$ cat config.mk
export PLATFORM = sky130hd
export DESIGN_NAME = sfd_data_port
export DESIGN_NICKNAME = d
export VERILOG_FILES = /design/src/hdl/sfd_pkg.sv /design/src/hdl/sfd_fifo.sv /design/src/hdl/sfd_data_port.sv
export VERILOG_INCLUDE_DIRS = /design/src /design/src/hdl
export SDC_FILE = /design/constraint.sdc
export NUM_CORES = 1
export LEC_CHECK = 0
export BUFFER_PORTS_ARGS = -buffer_cell sky130_fd_sc_hd__buf_2
export CAP_MARGIN = 40
export CORE_MARGIN = 4
export CORE_UTILIZATION = 53
export CTS_CLUSTER_DIAMETER = 50
export DETAILED_ROUTE_END_ITERATION = 8
export PLACE_DENSITY = 0.85
export SLEW_MARGIN = 15
export SYNTH_ARGS = -nofsm -noshare
export SYNTH_HDL_FRONTEND = slang
export SYNTH_SLANG_ARGS = --single-unit
$ cat constraint.sdc
create_clock -name mclk -period 2.3 [get_ports mclk]
set_input_delay 0.23 -clock mclk [delete_from_list [all_inputs] [get_ports mclk]]
set_output_delay 0.23 -clock mclk [all_outputs]
set_load 0.01 [all_outputs]
$ cat src/hdl/sfd_regs.svh
`ifndef SFD_REGS_SVH
`define SFD_REGS_SVH

// Data port alias window, byte addresses on the register bus
`define SFD_ADDR_W          8
`define SFD_DATA_BASE       8'h60
`define SFD_ALIAS_COUNT     36
`define SFD_ALIAS_STRIDE    8'h04
`define SFD_FIFO_ALIAS_2    8'h68
`define SFD_FIFO_ALIAS_3    8'h6c
`define SFD_FIFO_ALIAS_4    8'h70
`define SFD_FIFO_ALIAS_5    8'h74
`define SFD_FIFO_ALIAS_8    8'h80

// Field layout of every alias location
`define SFD_FIELD_MSB       15
`define SFD_FIELD_LSB       0
`define SFD_FIELD_W         16
`define SFD_UPPER_MSB       31
`define SFD_UPPER_LSB       16
`define SFD_FIELD_RESET     16'h0000
`define SFD_WORD_RESET      32'h0000_0000

`endif

$ cat src/hdl/sfd_pkg.sv
package sfd_pkg;

    typedef enum logic {
        SFD_PH_IDLE,
        SFD_PH_ACCESS
    } sfd_phase_t;

    typedef logic [15:0] sfd_field_t;
    typedef logic [31:0] sfd_word_t;

endpackage

$ cat src/hdl/sfd_fifo.sv
module sfd_fifo
    import sfd_pkg::*;
#(
    parameter int WIDTH = 16,
    parameter int DEPTH = 8
) (
    input  wire logic                         mclk,
    input  wire logic                         rst_n,
    input  wire logic                         flush,
    input  wire logic                         push,
    input  wire logic [WIDTH-1:0]             push_data,
    input  wire logic                         pop,
    output logic      [WIDTH-1:0]             head,
    output logic                              full,
    output logic                              empty,
    output logic      [$clog2(DEPTH+1)-1:0]   level
);
    localparam int AW = (DEPTH > 1) ? $clog2(DEPTH) : 1;
    localparam int LW = $clog2(DEPTH+1);
    localparam logic [AW-1:0] LAST = AW'(DEPTH - 1);

    logic [WIDTH-1:0] mem      [DEPTH];
    logic [WIDTH-1:0] next_mem [DEPTH];
    logic [AW-1:0]    wr_ptr;
    logic [AW-1:0]    rd_ptr;
    logic [AW-1:0]    next_wr_ptr;
    logic [AW-1:0]    next_rd_ptr;
    logic [LW-1:0]    next_level;
    logic             do_push;
    logic             do_pop;

    // Pointers wrap at DEPTH so that a depth that is not a power of two works
    function automatic logic [AW-1:0] bump(input logic [AW-1:0] p);
        return (p == LAST) ? '0 : p + 1'b1;
    endfunction

    assign full    = (level == LW'(DEPTH));
    assign empty   = (level == '0);
    assign head    = mem[rd_ptr];
    // Overflow and underflow are dropped, never wrapped into old data
    assign do_push = push && !full;
    assign do_pop  = pop && !empty;

    always_comb begin
        next_mem    = mem;
        next_wr_ptr = wr_ptr;
        next_rd_ptr = rd_ptr;
        next_level  = level;
        if (flush) begin
            next_wr_ptr = '0;
            next_rd_ptr = '0;
            next_level  = '0;
        end else begin
            if (do_push) begin
                next_mem[wr_ptr] = push_data;
                next_wr_ptr      = bump(wr_ptr);
            end
            if (do_pop) begin
                next_rd_ptr = bump(rd_ptr);
            end
            if (do_push && !do_pop) begin
                next_level = level + 1'b1;
            end else if (do_pop && !do_push) begin
                next_level = level - 1'b1;
            end
        end
    end

    always_ff @(posedge mclk) begin
        if (!rst_n) begin
            wr_ptr <= '0;
            rd_ptr <= '0;
            level  <= '0;
            for (int i = 0; i < DEPTH; i++) begin
                mem[i] <= '0;
            end
        end else begin
            wr_ptr <= next_wr_ptr;
            rd_ptr <= next_rd_ptr;
            level  <= next_level;
            mem    <= next_mem;
        end
    end

endmodule

$ cat src/hdl/sfd_data_port.sv
`include "sfd_regs.svh"
// What this block does
// - One 16-bit data port reaches both the transmit and the receive FIFO.
// - A bus read returns the oldest receive entry and removes it.
// - A bus write appends the written value to the transmit FIFO tail.
// - Transmit pushes only happen while the controller enable is 1.
// - While the enable is 0 both FIFOs are held empty.
// - The data port answers at thirty-six consecutive word locations.
// - A write to any alias location pushes the write data into transmit.
// - A read from any alias location pops the next receive entry.
// - FIFO entries are reachable only by sequential push and pop.
// - Data is right-justified in the 16-bit field both ways.
module sfd_data_port
    import sfd_pkg::*;
#(
    parameter int TX_DEPTH = 8,
    parameter int RX_DEPTH = 8
) (
    input  wire logic                           mclk,
    input  wire logic                           rst_n,
    input  wire logic                           psel,
    input  wire logic                           penable,
    input  wire logic                           pwrite,
    input  wire logic [`SFD_ADDR_W-1:0]         paddr,
    input  wire logic [31:0]                    pwdata,
    output logic      [31:0]                    prdata,
    output logic                                pready,
    output logic                                pslverr,
    input  wire logic                           ctrl_enable,
    input  wire logic                           tx_pop,
    output logic      [`SFD_FIELD_W-1:0]        tx_data,
    output logic                                tx_empty,
    output logic      [$clog2(TX_DEPTH+1)-1:0]  tx_level,
    input  wire logic                           rx_push,
    input  wire logic [`SFD_FIELD_W-1:0]        rx_data,
    output logic                                rx_full,
    output logic      [$clog2(RX_DEPTH+1)-1:0]  rx_level
);
    localparam logic [`SFD_ADDR_W-1:0] WIN_END =
        `SFD_ADDR_W'(`SFD_DATA_BASE + `SFD_ALIAS_COUNT * `SFD_ALIAS_STRIDE);

    sfd_phase_t  phase;
    sfd_phase_t  next_phase;
    sfd_word_t   next_prdata;
    logic        rd_valid;
    logic        next_rd_valid;
    sfd_field_t  rx_head;
    logic        tx_full;
    logic        rx_empty;
    logic        flush;
    logic        setup_rd;
    logic        access;
    logic        hit;
    logic        tx_push;
    logic        rx_pop;

    // Every aligned word of the window decodes the same way
    function automatic logic in_window(input logic [`SFD_ADDR_W-1:0] a);
        return (a >= `SFD_DATA_BASE) && (a < WIN_END) && (a[1:0] == 2'b00);
    endfunction

    assign hit      = in_window(paddr);
    assign access   = psel && penable;
    assign setup_rd = psel && !penable && !pwrite && hit;
    assign flush    = !ctrl_enable;
    // Zero wait states; out-of-window words are refused with an error
    assign pready   = 1'b1;
    assign pslverr  = access && !hit;
    // Upper bits of the write data never reach the FIFO
    assign tx_push  = access && pwrite && hit && ctrl_enable;
    // Pop only what was captured in setup, so data and pop always agree
    assign rx_pop   = access && !pwrite && (phase == SFD_PH_ACCESS) && rd_valid;

    sfd_fifo #(
        .WIDTH     (`SFD_FIELD_W),
        .DEPTH     (TX_DEPTH)
    ) u_tx_fifo (
        .mclk      (mclk),
        .rst_n     (rst_n),
        .flush     (flush),
        .push      (tx_push),
        .push_data (pwdata[`SFD_FIELD_MSB:`SFD_FIELD_LSB]),
        .pop       (tx_pop),
        .head      (tx_data),
        .full      (tx_full),
        .empty     (tx_empty),
        .level     (tx_level)
    );

    sfd_fifo #(
        .WIDTH     (`SFD_FIELD_W),
        .DEPTH     (RX_DEPTH)
    ) u_rx_fifo (
        .mclk      (mclk),
        .rst_n     (rst_n),
        .flush     (flush),
        .push      (rx_push && ctrl_enable),
        .push_data (rx_data),
        .pop       (rx_pop),
        .head      (rx_head),
        .full      (rx_full),
        .empty     (rx_empty),
        .level     (rx_level)
    );

    always_comb begin
        next_phase    = phase;
        next_prdata   = prdata;
        next_rd_valid = rd_valid;
        if (psel && !penable) begin
            next_phase = SFD_PH_ACCESS;
        end else if (!psel || penable) begin
            next_phase = SFD_PH_IDLE;
        end
        if (setup_rd) begin
            // Empty receive FIFO reads as zero and pops nothing
            next_rd_valid = !rx_empty && ctrl_enable;
            next_prdata   = (!rx_empty && ctrl_enable) ?
                            {16'h0000, rx_head} : `SFD_WORD_RESET;
        end else if (psel && !penable) begin
            next_rd_valid = 1'b0;
            next_prdata   = `SFD_WORD_RESET;
        end else if (access) begin
            next_rd_valid = 1'b0;
        end
    end

    always_ff @(posedge mclk) begin
        if (!rst_n) begin
            phase    <= SFD_PH_IDLE;
            prdata   <= `SFD_WORD_RESET;
            rd_valid <= 1'b0;
        end else begin
            phase    <= next_phase;
            prdata   <= next_prdata;
            rd_valid <= next_rd_valid;
        end
    end
endmodule

* Word level (Yosys, flattened, before mapping)
Index checks and enable logic that the tools add are counted.
Storage, ports and cells: flip-flop bits (word level) 310, input bits 64, output and inout port bits 60, logic and storage cells 128
Operators by class: add/subtract/negate cells 8, $lt $le $gt $ge 8, equal/unequal tests 6, multiplexer cells 28, bitwise operators 4, reductions and logical operators 49
Operator list (number):
- $bwmux 128 | 2
- $mux 16 | 7
- $bmux 16 s3 | 2
- $demux 16 s3 | 2
- $mux 32 | 2
- $logic_and 1x1->1 | 25
- $ge 4x4->1 const B | 4
- $mux 4 | 4
- $not 3->4 | 4
- $add 3x1->3 const B | 4
- $eq 3x3->1 const B | 4
- $logic_not 1->1 | 12
- $mux 3 | 4
- $add 4x1->4 const B | 2
- $eq 4x4->1 const B | 2
- $ge 8x7->1 const B | 1
- $logic_not 4->1 | 2
- $lt 4x1->1 const B | 2
- $lt 8x8->1 const B | 1
- $reduce_bool 2->1 | 4
- $sub 4x1->4 const B | 2
- $reduce_and 2->1 | 3
- $mux 1 | 5
- $reduce_bool 3->1 | 1
- other kinds (2) | 2

* Longest topological paths before layout
depth after elaboration 10, mapped depth 11, mapped depth without buffers 10

* By module
From an unflattened synthesis, not the netlist that was laid out.
Unflattened totals: cells, all modules 1200, area total of the unflattened synthesis 13130.1 um^2
Modules (own cells, without submodules):
- sfd_fifo (u_tx_fifo) | times used 1, cells an instance 562, area an instance 6169.7 um^2, sequential area each 2762.6 um^2
- sfd_fifo (u_rx_fifo) | times used 1, cells an instance 562, area an instance 6165.9 um^2, sequential area each 2762.6 um^2
- sfd_data_port | times used 1, cells an instance 76, area an instance 794.5 um^2, sequential area each 360.3 um^2

* Worst setup path after synthesis
No wires, ideal clock.
path type register to register, from reg u_rx_fifo.level[0], to reg u_rx_fifo.level[3], setup time 127 ps, arrival 2373 ps, data required time 2173 ps, setup slack -200 ps, cell stages (with the launch flop) 11, clock period less this slack 2500 ps, cell sequence dfxtp_1 > nor4b_2 > or2_2 > inv_1 > ha_1 > inv_1 > ha_1 > a21oi_1 > a211oi_1 > o21ai_0 > o31ai_1
On the way: longest elaborated chain between the ends 6, elaborated cells between the ends (all ways) 15
RTL lines:
- start, declared | RTL line sfd_fifo.sv:16 | output logic [$clog2(DEPTH+1)-1:0] level
- start signal, assigned | RTL line sfd_fifo.sv:80 | level <= next_level;
- $eq 4x4->1 (*) | RTL line sfd_fifo.sv:37 | assign full = (level == LW'(DEPTH));
- named net rx_full | RTL line sfd_data_port.sv:36 | output logic rx_full,
- $logic_not 1->1 (*) | RTL line sfd_fifo.sv:41 | assign do_push = push && !full;
- $logic_and 1x1->1 (*) | RTL line sfd_fifo.sv:41
- named net u_rx_fifo.do_push | RTL line sfd_fifo.sv:29 | logic do_push;
- $logic_not 1->1 | RTL line sfd_fifo.sv:63 | end else if (do_pop && !do_push) begin
- $logic_and 1x1->1 | RTL line sfd_fifo.sv:63
- $reduce_bool 2->1 (no line)
Mark *: on every way through the listed nets, which the timed path passes. The rest lies on a longest branch. The select of a mux whose other input is x is not followed. A chain may end at the register's enable or synchronous reset.

* Worst setup path after layout
from reg u_tx_fifo.rd_ptr[0], to out tx_data[15]
On the way: longest elaborated chain between the ends 4
RTL lines:
- start, declared | RTL line sfd_fifo.sv:25 | logic [AW-1:0] rd_ptr;
- start signal, assigned | RTL line sfd_fifo.sv:79 | rd_ptr <= next_rd_ptr;
- $not 3->4 (implied by the code) | RTL line sfd_fifo.sv:39 | assign head = mem[rd_ptr];
- $bmux 16 s3 | RTL line sfd_fifo.sv:39
- $mux 16 (implied by the code) (2 in series) | RTL line sfd_fifo.sv:39
- end, declared | RTL line sfd_data_port.sv:31 | output logic [`SFD_FIELD_W-1:0] tx_data,
No other way between the ends. The select of a mux whose other input is x is not followed.

==> run summary <==
Hold path depth -> 3
Leak -> 0.00625 uW
RSZ-0062 raised after global routing -> true
Largest net degree at the start of global routing -> 100
IO Pins -> 124
Average via count per standard cell -> 5.88
DRT antenna net count -> 0
Worst IR Drop VDD -> 0.608 mV
Cell count after synthesis -> 1,221
Layout cells sized above 1 -> 23.5%
Sw frac -> 21.6%
Full die area -> 26,200 um2
Reg2Reg Launch Point -> u_tx_fifo.level[3]
Worst path cell trace -> buf_12, mux4_2, mux2_4, buf_6
Critical Path Start Type -> flop
First-pass GRT wire length -> 49,100 um
Hold path start -> psel
Violated checks -> setup timing
Total Routing Usage GR -> 22.7%
Post-placement cell count -> 1,573
Starting Density -> 53.7%
CTS Buffer Depth -> 3
Root Driver -> clkbuf_16
Reg2Reg Depth -> 10
Via count -> 9,564
Area of the mapped netlist -> 12,600 um2
Die extent in x -> 162 um
Internal power -> 8300 uW
Initial antenna violation count -> 0
Gpl congestion -> 0.781
Avg Cell Area, Syn -> 10.3 um2
DRC -> 0
Ant. Diodes -> 0
Vias in the first global route -> 9,620
Seq pwr share -> 48.5%
Max Slew Vio Count -> 0
Slowest CP cell -> mux4_2
Initial DRT Pass Iterations -> 5
Synth top area share -> 46.9%
Final setup viols -> 13
Area growth syn-to-layout -> 16.7%
Period utilization -> 102%
Crit Path Class -> flop to output pin
Core area -> 23,400 um2
Setup crit end kind -> output pin
Commonest non-fill, non-tap cell in the layout -> dfxtp_1
Pwr Density -> 722 nW/um2
Total Wirelength -> 30,700 um
CTS H-Tree Depth -> 1
Row count -> 56
EDFF count, synth -> 0
CTS tree -> done
Top cell type by total area after synthesis -> dfxtp_1
Worst R2R End -> u_tx_fifo.level[3]
WP data arrival -> 2110 ps
Most frequent cells in the layout -> dfxtp_1 (290), nand2_1 (170), nand3_1 (137)
Sequential area share after synthesis -> 46.9%
Highest clock rate -> 428 MHz
Clk sinks -> 294
Syn. warnings -> 0
CP required -> 2070 ps
NetSw -> 2280 uW
DP HPWL -> 17,700 um
Clock latency at the later pin of the worst-skew pair -> 550 ps
Port bufs -> 88
Crit-path max FO -> 11
DR WL/cell -> 18.9 um
Status -> complete, but fails checks
Setup ws final -> -35.1 ps
GRT overflow -> 0
Clock share of power -> 47.4%
Clk_skew -> 13.1 ps
Worst-path clk slew -> 60 ps
Hold Vio Cnt, Final -> 0
Synth area leaders -> dfxtp_1 (47%), mux4_2 (11%), mux2i_1 (11%)
Iteration-0 DRC count of the detailed router -> 763
Comb power frac -> 4.1%
Overall die height -> 162 um
Post-layout nets -> 1,367
TritonCTS Buffers -> 29
Cts hold-fix bufs -> 0
Post-synth ARST share -> 0%
Crit-path max cell delay -> 510 ps
Hold Crit Class -> input port to flop
Max-Cap Viols -> 0
Final cell count without fillers -> 1,627
Synth cell types -> 45
Hold endpoint -> phase
Register-to-register setup slack -> 60 ps
Overall Power -> 10,600 uW
Synth Flop Type -> dfxtp_1
Yosys reg bits -> 294
Final min period -> 2340 ps
## flip-flops by register name (all words and copies together), names as in the netlist
register          cells
u_rx_fifo.mem       128
phase                 1
prdata               16
u_rx_fifo.rd_ptr      3
u_tx_fifo.rd_ptr      3
rd_valid              1
u_tx_fifo.wr_ptr      3
u_rx_fifo.wr_ptr      3
u_rx_fifo.level       4
u_tx_fifo.level       4
u_tx_fifo.mem       128
## critical path: cells and delay by family (launching register included)
family | cells | cell delay, ps
buffers and inverters | 2 | 300
DFF | 1 | 420
muxes | 2 | 820
## metal layers
layer | routed length (um) | up-vias | part of all wire, % | GRT usage [%]
met5 | 0 | - | 0 | 0
met4 | 719 | 0 | 2.3 | 7.07
met3 | 2020 | 79 | 6.6 | 3.88
met2 | 16000 | 379 | 52 | 41.6
met1 | 11900 | 4621 | 39 | 27.4
li1 | - | 4485 | - | -
## layout make-up
cell class	instances	area, um2
Timing Repair Buffer	141	1050
Clock inverter	15	216
Sequential cell	294	5890
Tap cell	319	399
Inverter	7	26.3
Fill cell	1776	8740
Clock buffer	37	806
Multi-Input combinational cell	814	6260
## Yosys cell counts (all sizes together), types with 3 or more instances
library cell and number:
buf 37, a22o 16, a21oi 14, mux4 64
clkbuf 84, nor4b 3, nand2 170, dfxtp 294
nor4 5, nor3 4, nand3 137, mux2i 134
or4 6, mux2 32, ha 14, and3 3
nand2b 3, o21ai 132, nand4 5, inv 7
or3 8, nor2 26
## what timing repair did
item                       4_1_cts  5_1_grt
gates cloned                     1        0
pin swaps                        0        3
setup endpoints to repair       17       19
resized for setup               36       13
setup buffers                    1        0
## power groups by stage
stage               Clock [uW]  Sequential, uW  Combinational [uW]
floorplan                    0            5240                 281
global placement             0            5240                 404
detailed placement           0            5240                 415
CTS                       5070            5130                 424
global route              5280            5130                 480
finish                    5010            5130                 439
## how the worst max path moves through the flow
stage	end	slack, ps	start
2_1_floorplan	u_rx_fifo.level[3]	-80	u_rx_fifo.level[0]
3_3_place_gp	u_tx_fifo.level[3]	30	paddr[5]
3_5_place_dp	u_tx_fifo.level[3]	-70	paddr[5]
4_1_cts	tx_data[11]	-50	u_tx_fifo.rd_ptr[0]
5_1_grt	u_tx_fifo.level[3]	-120	u_tx_fifo.level[3]
6_report	tx_data[15]	-40	u_tx_fifo.rd_ptr[0]
## stage by stage
stage	setup TNS, ps	util [%]	setup slack (ps)	instance area (um2)	hold WS [ps]
floorplan	-83.0	-	-83.0	12600	405
global placement	0	57.1	30.1	13400	442
detailed placement	-118	57.1	-71.5	13400	451
CTS	-421	62.4	-47.8	14600	7.43
global route	-1250	62.6	-120	14700	41.6
finish	-226	62.6	-35.1	14700	28.5
## logic make-up after synthesis
kind of cell / Yosys count / share of synthesized area, %
simple gates: 379 / 14.0
buf+inv: 128 / 4.75
compound gates: 168 / 7.30
xor+xnor: 4 / 0.279
mux: 230 / 25.0
other cells: 2 / 0.0598
fa+ha+maj: 16 / 1.71
flops: 294 / 46.9
(Power assumes the default switching activity.)
